==> config.mk <==
export PLATFORM = sky130hd
export DESIGN_NAME = epv_exception_unit
export DESIGN_NICKNAME = d
export VERILOG_FILES = /design/src/core/epv_pkg.sv /design/src/core/epv_sync2.sv /design/src/core/epv_exception_unit.sv
export SDC_FILE = /design/constraint.sdc
export NUM_CORES = 1
export LEC_CHECK = 0
export BUFFER_PORTS_ARGS = -buffer_cell sky130_fd_sc_hd__buf_4
export CAP_MARGIN = 20
export CORE_UTILIZATION = 54
export CTS_CLUSTER_DIAMETER = 60
export DETAILED_ROUTE_END_ITERATION = 10
export GPL_TIMING_DRIVEN = 0
export PLACE_DENSITY = 0.92
export SYNTH_ARGS = -nofsm -noshare
export SYNTH_HDL_FRONTEND = slang
export SYNTH_SLANG_ARGS = --single-unit
==> constraint.sdc <==
create_clock -name clock -period 6.87 [get_ports clock]
set_clock_uncertainty 0.15 [all_clocks]
set_input_delay 0.687 -clock clock [delete_from_list [all_inputs] [get_ports clock]]
set_output_delay 0.687 -clock clock [all_outputs]
set_load 0.05 [all_outputs]
==> src/core/epv_pkg.sv <==
package epv_pkg;

    // Widths of vector numbers and vector addresses
    localparam int VEC_W = 7;
    localparam int ADDR_W = 24;

    typedef logic [VEC_W-1:0] epv_vec_t;
    typedef logic [ADDR_W-1:0] epv_addr_t;

    // Each vector table entry is four bytes
    localparam int VEC_ENTRY_SHIFT = 2;

    // Fixed vector numbers
    localparam epv_vec_t VEC_RESET = 7'h00;
    localparam epv_vec_t VEC_DIRECT = 7'h06;
    localparam epv_vec_t VEC_NMI = 7'h07;
    localparam epv_vec_t VEC_TRAP_BASE = 7'h08;
    localparam epv_vec_t VEC_IRQ_LOW_BASE = 7'h10;
    localparam epv_vec_t VEC_IRQ6 = 7'h16;
    localparam epv_vec_t VEC_IRQ7 = 7'h17;
    localparam epv_vec_t VEC_KEY_LOW_EXT = 7'h1E;
    localparam epv_vec_t VEC_KEY_HIGH_EXT = 7'h1F;
    localparam epv_vec_t VEC_WAKEUP = 7'h21;
    localparam epv_vec_t VEC_IRQ_HIGH_BASE = 7'h38;

    // On-chip peripheral vector ranges
    localparam epv_vec_t VEC_INT_A_LO = 7'h18;
    localparam epv_vec_t VEC_INT_A_HI = 7'h1D;
    localparam epv_vec_t VEC_INT_B_LO = 7'h22;
    localparam epv_vec_t VEC_INT_B_HI = 7'h37;
    localparam epv_vec_t VEC_INT_C_LO = 7'h40;
    localparam epv_vec_t VEC_INT_C_HI = 7'h7F;

    // External interrupt input numbers that split the vector map
    localparam epv_vec_t IRQ_LOW_LAST = 7'h05;
    localparam epv_vec_t IRQ_SIX = 7'h06;
    localparam epv_vec_t IRQ_SEVEN = 7'h07;
    localparam epv_vec_t IRQ_HIGH_FIRST = 7'h08;
    localparam epv_vec_t IRQ_LAST = 7'h0F;

    // Interrupt source classes from the interrupt controller
    typedef enum logic [2:0] {
        EPV_SRC_NMI,
        EPV_SRC_IRQ,
        EPV_SRC_KEY_LOW,
        EPV_SRC_KEY_HIGH,
        EPV_SRC_WAKEUP,
        EPV_SRC_INTERNAL
    } epv_src_t;

    // Exception classes
    typedef enum logic [1:0] {
        EPV_EXC_RESET,
        EPV_EXC_INTERRUPT,
        EPV_EXC_DIRECT,
        EPV_EXC_TRAP
    } epv_exc_kind_t;

    // Pending interrupt from the interrupt controller
    typedef struct packed {
        logic valid;
        epv_src_t src;
        epv_vec_t index;
    } epv_int_req_t;

    // Instruction boundary from the sequencer
    typedef struct packed {
        logic valid;
        logic ccr_instr;
    } epv_boundary_t;

    // Trap instruction request with its vector index
    typedef struct packed {
        logic valid;
        logic [1:0] index;
    } epv_trap_req_t;

    // Exception command to the sequencer
    typedef struct packed {
        logic valid;
        epv_exc_kind_t kind;
        logic save_context;
        epv_vec_t vector;
        epv_addr_t address;
    } epv_exc_cmd_t;

    // Result of mapping an interrupt source to a vector
    typedef struct packed {
        logic ok;
        epv_vec_t vec;
    } epv_vec_pick_t;

endpackage

==> src/core/epv_sync2.sv <==
`timescale 1ns/1ps

// Two-stage synchroniser for a level from outside the clock domain
module epv_sync2 #(
    parameter logic RESET_VALUE = 1'b0
) (
    input wire logic clock,
    input wire logic reset,
    input wire logic async_in,
    output logic sync_out
);

    logic stage_one;
    logic next_stage_one;
    logic next_sync_out;

    // Shift the level through both stages
    always_comb begin
        next_stage_one = async_in;
        next_sync_out = stage_one;
    end

    // Register both stages
    always_ff @(posedge clock) begin
        if (reset) begin
            stage_one <= RESET_VALUE;
            sync_out <= RESET_VALUE;
        end else begin
            stage_one <= next_stage_one;
            sync_out <= next_sync_out;
        end
    end

endmodule

==> src/core/epv_exception_unit.sv <==
`timescale 1ns/1ps

// Behaviour
// - Simultaneous exceptions ranked: reset, interrupt, direct transition, trap.
// - Reset handling starts on reset pin rising edge or watchdog overflow.
// - Interrupts start only at instruction or exception end with request pending.
// - No interrupt detection after condition code logic/load instructions or reset handling.
// - Direct transition handling starts when sleep causes direct transition.
// - Trap requests accepted unmasked any time in program execution.
// - Every source has own vector number, except 22 and 23 shared in compatible mode; entry address is four times it.
// - Vector mode select bit picks compatible or extended vector table.
// - Four trap sources use vectors 8 to 11 in both modes.
// - External inputs 0-5 use 16-21, inputs 8-15 use 56-63.
// - Compatible mode: vector 22 and 23 shared with key input groups.
// - Extended mode: key groups get vectors 30 and 31.
// - Wake-up inputs 15..8 use vector 33 in both modes.
// - Peripheral interrupts use vectors 24-29, 34-55 and 64-127.
// - Reserved vectors 1-5, 12-15, 32 never produced; 30, 31 in compatible.
// - Reset pin low halts all processing and holds reset state.
// - Reset returns processor and peripheral registers to initial values.
// - After reset initialisation, reset vector fetched into program counter.
// - All interrupts, even non-maskable, blocked until first instruction executes.
// - Trap index 0 to 3 selects one of four trap vectors.
// - Interrupt or trap pushes program counter and condition code register first.
module epv_exception_unit (
    input wire logic clock,
    input wire logic reset,
    input wire logic external_reset_input_n,
    input wire logic watchdog_overflow,
    input wire logic vector_mode_select,
    input wire epv_pkg::epv_boundary_t boundary,
    input wire epv_pkg::epv_int_req_t int_req,
    input wire logic sleep_direct,
    input wire epv_pkg::epv_trap_req_t trap_req,
    input wire logic exc_done,
    output logic cpu_halt,
    output logic periph_init,
    output logic ints_blocked,
    output epv_pkg::epv_exc_cmd_t exc,
    output logic int_ack,
    output logic direct_ack,
    output logic trap_ack
);

    // Unit sequencing states
    typedef enum logic [2:0] {
        ST_HALT,
        ST_INIT,
        ST_RESET_FETCH,
        ST_FIRST,
        ST_RUN,
        ST_SERVICE,
        ST_FIRST_SERVICE
    } epv_state_t;

    epv_state_t state;
    epv_state_t next_state;
    epv_pkg::epv_exc_cmd_t next_exc;
    logic next_cpu_halt;
    logic next_periph_init;
    logic next_ints_blocked;
    logic next_int_ack;
    logic next_direct_ack;
    logic next_trap_ack;
    logic pin_high;
    epv_pkg::epv_vec_pick_t pick;
    logic int_seen;
    logic int_boundary;
    logic first_window;
    epv_pkg::epv_vec_t trap_vec;

    // Build one exception command with its entry address
    function automatic epv_pkg::epv_exc_cmd_t make_cmd(
        input epv_pkg::epv_exc_kind_t kind,
        input epv_pkg::epv_vec_t vec,
        input logic save
    );
        epv_pkg::epv_exc_cmd_t cmd;
        cmd.valid = 1'b1;
        cmd.kind = kind;
        cmd.save_context = save;
        cmd.vector = vec;
        cmd.address = epv_pkg::epv_addr_t'(vec) << epv_pkg::VEC_ENTRY_SHIFT;
        return cmd;
    endfunction

    // Map an interrupt source to its vector number in the current mode
    function automatic epv_pkg::epv_vec_pick_t map_interrupt(
        input epv_pkg::epv_int_req_t req,
        input logic extended
    );
        epv_pkg::epv_vec_pick_t p;
        p.ok = 1'b1;
        p.vec = epv_pkg::VEC_NMI;
        case (req.src)
            epv_pkg::EPV_SRC_NMI: begin
                p.vec = epv_pkg::VEC_NMI;
            end
            epv_pkg::EPV_SRC_IRQ: begin
                if (req.index <= epv_pkg::IRQ_LOW_LAST) begin
                    p.vec = epv_pkg::VEC_IRQ_LOW_BASE + req.index;
                end else if (req.index == epv_pkg::IRQ_SIX) begin
                    p.vec = epv_pkg::VEC_IRQ6;
                end else if (req.index == epv_pkg::IRQ_SEVEN) begin
                    p.vec = epv_pkg::VEC_IRQ7;
                end else if (req.index <= epv_pkg::IRQ_LAST) begin
                    p.vec = epv_pkg::VEC_IRQ_HIGH_BASE + (req.index - epv_pkg::IRQ_HIGH_FIRST);
                end else begin
                    p.ok = 1'b0;
                end
            end
            epv_pkg::EPV_SRC_KEY_LOW: begin
                p.vec = extended ? epv_pkg::VEC_KEY_LOW_EXT : epv_pkg::VEC_IRQ6;
            end
            epv_pkg::EPV_SRC_KEY_HIGH: begin
                p.vec = extended ? epv_pkg::VEC_KEY_HIGH_EXT : epv_pkg::VEC_IRQ7;
            end
            epv_pkg::EPV_SRC_WAKEUP: begin
                p.vec = epv_pkg::VEC_WAKEUP;
            end
            epv_pkg::EPV_SRC_INTERNAL: begin
                p.vec = req.index;
                p.ok = ((req.index >= epv_pkg::VEC_INT_A_LO) && (req.index <= epv_pkg::VEC_INT_A_HI))
                    || ((req.index >= epv_pkg::VEC_INT_B_LO) && (req.index <= epv_pkg::VEC_INT_B_HI))
                    || ((req.index >= epv_pkg::VEC_INT_C_LO) && (req.index <= epv_pkg::VEC_INT_C_HI));
            end
            default: begin
                p.ok = 1'b0;
            end
        endcase
        return p;
    endfunction

    // pin low time kept outside, no filter
    epv_sync2 #(
        .RESET_VALUE(1'b0)
    ) u_reset_pin_sync (
        .clock(clock),
        .reset(reset),
        .async_in(external_reset_input_n),
        .sync_out(pin_high)
    );

    // Vector lookup for the pending interrupt
    always_comb begin
        pick = map_interrupt(int_req, vector_mode_select);
        int_seen = int_req.valid && pick.ok;
    end

    always_comb begin
        int_boundary = boundary.valid && !boundary.ccr_instr;
    end

    // First-instruction window, where only trap and direct run
    always_comb begin
        first_window = (state == epv_state_t'(ST_FIRST));
    end

    // trap index picks one of four vectors
    always_comb begin
        trap_vec = epv_pkg::VEC_TRAP_BASE + epv_pkg::epv_vec_t'(trap_req.index);
    end

    // Next state, exception command and handshake pulses
    always_comb begin
        next_state = state;
        next_exc = exc;
        next_int_ack = 1'b0;
        next_direct_ack = 1'b0;
        next_trap_ack = 1'b0;
        if (!pin_high) begin
            next_state = ST_HALT;
            next_exc = '0;
        end else if (watchdog_overflow) begin
            next_state = ST_INIT;
            next_exc = '0;
        end else begin
            case (state)
                ST_HALT: begin
                    next_state = ST_INIT;
                end
                ST_INIT: begin
                    next_exc = make_cmd(epv_pkg::EPV_EXC_RESET, epv_pkg::VEC_RESET, 1'b0);
                    next_state = ST_RESET_FETCH;
                end
                ST_RESET_FETCH: begin
                    if (exc_done) begin
                        next_exc = '0;
                        next_state = ST_FIRST;
                    end
                end
                ST_FIRST, ST_RUN: begin
                    if ((state == ST_RUN) && int_boundary && int_seen) begin
                        next_exc = make_cmd(epv_pkg::EPV_EXC_INTERRUPT, pick.vec, 1'b1);
                        next_int_ack = 1'b1;
                        next_state = ST_SERVICE;
                    end else if (sleep_direct) begin
                        next_exc = make_cmd(epv_pkg::EPV_EXC_DIRECT, epv_pkg::VEC_DIRECT, 1'b1);
                        next_direct_ack = 1'b1;
                        next_state = first_window ? ST_FIRST_SERVICE : ST_SERVICE;
                    end else if (trap_req.valid) begin
                        next_exc = make_cmd(epv_pkg::EPV_EXC_TRAP, trap_vec, 1'b1);
                        next_trap_ack = 1'b1;
                        next_state = first_window ? ST_FIRST_SERVICE : ST_SERVICE;
                    end else if (first_window && boundary.valid) begin
                        next_state = ST_RUN;
                    end
                end
                ST_SERVICE: begin
                    if (exc_done) begin
                        if (int_seen) begin
                            next_exc = make_cmd(epv_pkg::EPV_EXC_INTERRUPT, pick.vec, 1'b1);
                            next_int_ack = 1'b1;
                        end else begin
                            next_exc = '0;
                            next_state = ST_RUN;
                        end
                    end
                end
                ST_FIRST_SERVICE: begin
                    if (exc_done) begin
                        // back to first window, still blocked
                        next_exc = '0;
                        next_state = ST_FIRST;
                    end
                end
                default: begin
                    next_state = ST_HALT;
                    next_exc = '0;
                end
            endcase
        end
    end

    // Status levels derived from the coming state
    always_comb begin
        // Core held while the pin is low or during initialisation
        next_cpu_halt = (next_state == ST_HALT) || (next_state == ST_INIT);
        next_periph_init = (next_state == ST_INIT);
        // block all interrupts until first instruction ends
        next_ints_blocked = (next_state == ST_HALT) || (next_state == ST_INIT)
            || (next_state == ST_RESET_FETCH) || (next_state == ST_FIRST)
            || (next_state == ST_FIRST_SERVICE);
    end

    // Register state, command and handshake pulses
    always_ff @(posedge clock) begin
        if (reset) begin
            state <= ST_HALT;
            exc <= '0;
            int_ack <= 1'b0;
            direct_ack <= 1'b0;
            trap_ack <= 1'b0;
        end else begin
            state <= next_state;
            exc <= next_exc;
            int_ack <= next_int_ack;
            direct_ack <= next_direct_ack;
            trap_ack <= next_trap_ack;
        end
    end

    // Register the status levels
    always_ff @(posedge clock) begin
        if (reset) begin
            // Reset leaves the core halted and blocked
            cpu_halt <= 1'b1;
            periph_init <= 1'b0;
            ints_blocked <= 1'b1;
        end else begin
            cpu_halt <= next_cpu_halt;
            periph_init <= next_periph_init;
            ints_blocked <= next_ints_blocked;
        end
    end

endmodule

==> results of run 1 <==
-- synthesized netlist by cell type, types with 4 or more instances --
master / count / area (sq um)
o21ai_0: 6 / 30.03
buf_4: 24 / 180.2
ha_1: 8 / 100.1
nand3_1: 5 / 25.02
or3_1: 5 / 31.28
nor3_1: 4 / 20.02
a21oi_1: 12 / 60.06
nor2b_1: 7 / 43.79
o21ai_1: 4 / 20.02
o2bb2ai_1: 5 / 43.79
a211oi_1: 5 / 37.54
inv_1: 8 / 30.03
nand4_1: 5 / 31.28
nor2_1: 17 / 63.81
nand2_1: 19 / 71.32
clkbuf_1: 4 / 15.01
nand2b_1: 8 / 50.05
dfxtp_1: 22 / 440.4
-- report_power, final --
| group | switching (uW) | internal, uW |
|---|---|---|
| clock | 35.1 | 20.5 |
| sequential | 0.465 | 128 |
| combinational | 52.3 | 30.6 |
-- final timing paths --
kind	from	endpoint	slack, ns	cells past startpoint
max	int_req[5]	exc[4]	4.09	10
min reg2reg	u_reset_pin_sync.next_sync_out	u_reset_pin_sync.sync_out	0.31	1
min	u_reset_pin_sync.next_sync_out	u_reset_pin_sync.sync_out	0.31	1
max reg2reg	state[1]	exc[4]	4.60	7
-- logic make-up (layout without fill, tap and decap cells) --
| kind of cell | Yosys count | after routing |
|---|---|---|
| and+or+nand+nor | 93 | 93 |
| AOI/OAI and AO/OA | 60 | 60 |
| buffers and inverters | 41 | 87 |
| DFF | 22 | 22 |
| adders and majority gates | 8 | 8 |
| muxes | 3 | 3 |
| other | 1 | 17 |
| xor gates and xnor gates | 1 | 1 |
-- sequential cells by signal (all words and copies together), names as in the netlist --
signal / cells
u_reset_pin_sync.next_sync_out: 1
periph_init: 1
direct_ack: 1
int_ack: 1
state: 3
u_reset_pin_sync.sync_out: 1
ints_blocked: 1
exc: 11
cpu_halt: 1
trap_ack: 1
-- through the flow --
step	util	total power (uW)	area (sq um)	setup slack, ns	cells
2_1_floorplan	-	193.4	1897	4.142	245
3_3_place_gp	0.7272	212.5	2275	3.829	332
3_5_place_dp	0.7272	213.7	2275	3.794	332
4_1_cts	0.7344	267.3	2297	4.120	335
5_1_grt	0.7344	281.9	2297	3.949	335
6_report	0.7344	267.4	2297	4.092	335
-- area by class of cell --
class	count	area, sq um
Sequential cell	22	440.4
Fill cell	264	830.8
Tap cell	44	55.05
Clock buffer	3	22.52
Timing Repair Buffer	43	322.8
Buffer	33	232.7
Multi-Input combinational cell	182	1194
Inverter	8	30.03
-- routing by layer --
metal	up-vias	global-route usage
met3	15	0.05195
met5	-	0
met1	846	0.3084
met2	84	0.4223
li1	927	-
met4	0	0.08970
-- critical path, cell delays in order --
cell and delay, ns:
buf_4 0.14, inv_1 0.14, ha_1 0.18, nor4bb_1 0.37, o21a_2 0.26, o311ai_4 0.12, or2_4 0.28, and3_4 0.20
a32o_1 0.21, a32o_1 0.25
==> impl_metrics.env, run 1 <==
export IMPL_globalplace_congestion=0.9114
export IMPL_wl_met3_microns=300
export IMPL_setup_viol_count_final=0
export IMPL_wirelength_met1_microns=1834
export IMPL_layout_drive_gt1_share=0.3093
export IMPL_synth_compound_area_frac=0.2459
export IMPL_first_pass_iters=4
export IMPL_hp_class="reg -> reg"
export IMPL_rsz0062_at_grt="no"
export IMPL_crit_fanout=7
export IMPL_io_buffers=43
export IMPL_cp_arrival_ns=2.84
export IMPL_worstPathRequired_ns=6.93
export IMPL_end_kind="register"
export IMPL_htree_levels=1
export IMPL_antenna_left=0
export IMPL_grt_pass1_wl_microns=6831
export IMPL_cts_tree="built"
export IMPL_ys_seq_elements=22
export IMPL_syn_avg_cell_area_sq_um=8.021
export IMPL_num_io_pins=64
export IMPL_slew_viol_final=0
export IMPL_synth_main_ff_cell="dfxtp_1"
export IMPL_cts_setup_buffers=0
export IMPL_cts_sinks=22
export IMPL_finalCriticalPeriod_ns=2.778
export IMPL_clock_fmax_mhz=359.9
export IMPL_holdWs_ns=0.3092
export IMPL_synthMuxAreaShare=0.02384
export IMPL_fin_nets=324
export IMPL_synth_fa_ha_area_frac=0.05450
export IMPL_ys_seq_area_frac=0.2398
export IMPL_top_layer="met4"
export IMPL_die_height_microns=60.32
export IMPL_layout_common_cells="67 x buf_4, 22 x dfxtp_1, 19 x nand2_1"
export IMPL_coreArea_sq_um=3128
export IMPL_p_leak_uw=0.001023
export IMPL_area_growth_pct=25.07
export IMPL_drt_total_wl_microns=4298
export IMPL_wl_per_cell_microns=12.83
export IMPL_cts_buffers_inserted=3
export IMPL_synthCells=229
export IMPL_hold_violations=0
export IMPL_grt_ovfl_total=0
export IMPL_netlist_area_sq_um=1837
export IMPL_vdd_drop_max_v=0.0001118
export IMPL_power_density_nw_per_um2=116.4
export IMPL_num_rows=20
export IMPL_post_route_period_util=0.4044
export IMPL_clkTransAtPathRegs_ns=0.11
export IMPL_grt_total_usage=0.2487
export IMPL_grt_max_degree=12
export IMPL_drc_errors=0
export IMPL_cts_buffer_depth=2
export IMPL_first_iter_violations=93
export IMPL_antenna_found_initial=0
export IMPL_die_area_sq_um=3639
export IMPL_start_util=0.5872
export IMPL_hpwl_microns=3502
export IMPL_clk_latency_ns=0.30
export IMPL_synthSimpleGateAreaFrac=0.2861
export IMPL_cts_resized=0
export IMPL_synth_top_family_by_area="simple AND/OR/NAND/NOR gates"
export IMPL_layout_commonest_cell="buf_4"
export IMPL_synth_xor_area_share=0.004768
export IMPL_synth_edf_count=0
export IMPL_setup_tns_ns=0
export IMPL_cts_root_buffer="clkbuf_4"
export IMPL_ctsHoldBuffers=0
export IMPL_wl_met2_microns=2060
export IMPL_vias_per_cell=5.588
export IMPL_vias=1872
export IMPL_drv_cap=0
export IMPL_antenna_cells=0
export IMPL_synth_cell_type_count=66
export IMPL_ys_warn_count=0
export IMPL_run_status="finished clean"
export IMPL_critPathLaunchType="primary input"
export IMPL_async_reset_ff_frac=0
export IMPL_fp_dieW_microns=60.32
export IMPL_path_class="in -> reg"
export IMPL_first_global_vias=1610
(Power assumes the default switching activity.)
==> run 2, diff against run 1 <==
Settings changed: CORE_UTILIZATION 54 to 45, PLACE_DENSITY 0.92 to 0.83.
Clock period 6.87 ns to 2.3 ns, I/O delays scaled along.
==> impl_metrics.env, run 2 (same netlist as run 1, synthesis figures left out) <==
export IMPL_start_util=0.4835
export IMPL_first_iter_violations=137
export IMPL_critPathLaunchType="primary input"
export IMPL_clock_fmax_mhz=448.4
export IMPL_cts_buffers_inserted=3
export IMPL_hold_violations=0
export IMPL_power_frac_comb=0.294
export IMPL_antenna_found_initial=0
export IMPL_area_growth_pct=29.77
export IMPL_first_global_vias=1519
export IMPL_reg2reg_from="state[0]"
export IMPL_path_class="in -> reg"
export IMPL_globalplace_congestion=0.9958
export IMPL_fp_dieW_microns=65.89
export IMPL_finalCriticalPeriod_ns=2.230
export IMPL_vdd_drop_max_v=0.0002014
export IMPL_largest_reg_flops=11
export IMPL_first_pass_iters=4
export IMPL_multiInputGateArea_sq_um=1242
export IMPL_holdPathStages=2
export IMPL_holdWs_ns=0.03204
export IMPL_critPathTopFamily="compound AO/OA/AOI/OAI gates"
export IMPL_antenna_cells=0
export IMPL_cts_root_buffer="clkbuf_8"
export IMPL_die_height_microns=65.89
export IMPL_swShare=0.3134
export IMPL_htree_levels=1
export IMPL_antenna_left=0
export IMPL_clkTransAtPathRegs_ns=0.07
export IMPL_coreArea_sq_um=3799
export IMPL_reg2reg_slack_ns=0.14
export IMPL_clk_latency_ns=0.25
export IMPL_dpl_cell_area_sq_um=2280
export IMPL_nFillCells=339
export IMPL_relSlewSlack=0.6331
export IMPL_intPower_uw=595.0
export IMPL_instances_no_fill=340
export IMPL_reg2reg_to="exc[34]"
export IMPL_setup_tns_ns=0
export IMPL_crit_fanout=9
export IMPL_die_area_sq_um=4341
export IMPL_num_io_pins=64
export IMPL_regArea_sq_um=440.4
export IMPL_post_route_period_util=0.9696
export IMPL_p_leak_uw=0.001058
export IMPL_top_register="exc"
export IMPL_pwr_share_clk=0.261
export IMPL_num_rows=22
export IMPL_drc_errors=0
export IMPL_grt_total_usage=0.1945
export IMPL_worst_path_buf_inv=1
export IMPL_switchingPower_uw=271.6
export IMPL_placed_cells=336
export IMPL_holdPathEnd="u_reset_pin_sync.sync_out"
export IMPL_cts_sinks=22
export IMPL_crit_path_cell_trace="buf_4 > ha_1 > ha_1 > or3_1 > a21oi_2 > o22a_2 > a211o_1 > nand3_2 > o21ai_1 > o32ai_2"
export IMPL_layout_drive_gt1_share=0.3527
export IMPL_worst_path_largest_cell_delay_ns=0.39
export IMPL_grt_pass1_wl_microns=6596
export IMPL_layout_common_cells="69 x buf_4, 22 x dfxtp_1, 18 x nand2_1"
export IMPL_grt_max_degree=12
export IMPL_cts_buffer_depth=2
export IMPL_r2r_cells=7
export IMPL_power_density_nw_per_um2=363.6
export IMPL_cpMaxStageDelayCell="or3_1"
export IMPL_vias_per_cell=5.388
export IMPL_setup_viol_count_final=0
export IMPL_drt_total_wl_microns=4225
export IMPL_fin_nets=325
export IMPL_seqPwrFrac=0.444
export IMPL_end_kind="register"
export IMPL_hpwl_microns=3309
export IMPL_worst_path_most_repeated_cell="ha_1"
export IMPL_fin_util=0.6275
export IMPL_run_status="finished clean"
export IMPL_rsz0062_at_grt="yes"
export IMPL_drv_cap=0
export IMPL_grt_ovfl_total=0
export IMPL_vias=1832
export IMPL_slew_viol_final=0
export IMPL_worstPathRequired_ns=2.29
export IMPL_wl_per_cell_microns=12.43
export IMPL_worstHoldStart="reset"
export IMPL_io_buffers=43
export IMPL_final_area_sq_um=2384
export IMPL_cp_arrival_ns=2.22
export IMPL_cts_tree="built"
export IMPL_layout_commonest_cell="buf_4"
export IMPL_hp_class="in -> reg"
export IMPL_tightest_slew_ns=0.5446
export IMPL_reg_top3="exc (11), state (3)"
-- run 2: cell types whose count changed in the layout (fill, tap and decap cells not counted), sizes merged --
cell  previous run  this run
buf             72        73
-- run 2: power by group through the flow --
stage / Clock (uW) / Combinational, uW / Sequential (uW)
2_1_floorplan: 0 / 182 / 396
3_3_place_gp: 0 / 242 / 394
3_5_place_dp: 0 / 244 / 394
4_1_cts: 236 / 245 / 385
5_1_grt: 254 / 274 / 385
6_report: 227 / 255 / 385
-- run 2: routing by layer --
metal / global-route usage / part of all wire / vias up / wire length (microns)
li1: - / - / 927 / -
met1: 0.2581 / 0.45 / 825 / 1917
met2: 0.3099 / 0.47 / 72 / 1981
met3: 0.04655 / 0.064 / 8 / 271
met4: 0.05435 / 0.013 / 0 / 55
met5: 0 / 0 / - / 0
-- run 2: worst max-delay path by stage --
stage	start	endpoint	slack (ns)	depth (start not counted)
4_1_cts	int_req[5]	exc[4]	0.004	10
5_1_grt	int_req[6]	exc[34]	-0.04	11
3_5_place_dp	int_req[5]	exc[4]	-0.32	10
3_3_place_gp	int_req[5]	exc[4]	-0.28	10
6_report	int_req[4]	exc[34]	0.07	10
2_1_floorplan	int_req[5]	exc[4]	0.03	9
-- run 2: worst reg2reg max path, cell delays in order, from the launching register on --
cell,delay (ns)
dfxtp_1,0.43
nand2_1,0.07
mux2_2,0.25
o21ai_0,0.45
a21o_1,0.18
nand3_2,0.20
o21ai_1,0.22
o32ai_2,0.10
-- run 2: what timing repair did --
action,CTS,global route
gates cloned,0,0
buffers inserted,0,1
gates resized for setup,1,18
setup endpoints to repair,1,9
hold buffers,0,0
pin swaps,0,5
-- run 2: metrics by stage --
stage	worst slack [ns]	total power, uW
after floorplan	0.02937	577.7
after detailed placement	-0.3175	637.7
after global placement	-0.2830	635.6
after CTS	0.004092	866.3
final	0.06998	866.6
after global routing	-0.03672	913.1
-- run 2: cell type report --
cell class / count / share of cell area
clock buffers: 3 / 0.01732
inverters: 8 / 0.01260
multi-input cells: 182 / 0.5213
repair buffers: 44 / 0.1386
flip-flops and latches: 22 / 0.1848
well taps: 48 / 0.02520
plain buffers: 33 / 0.1003
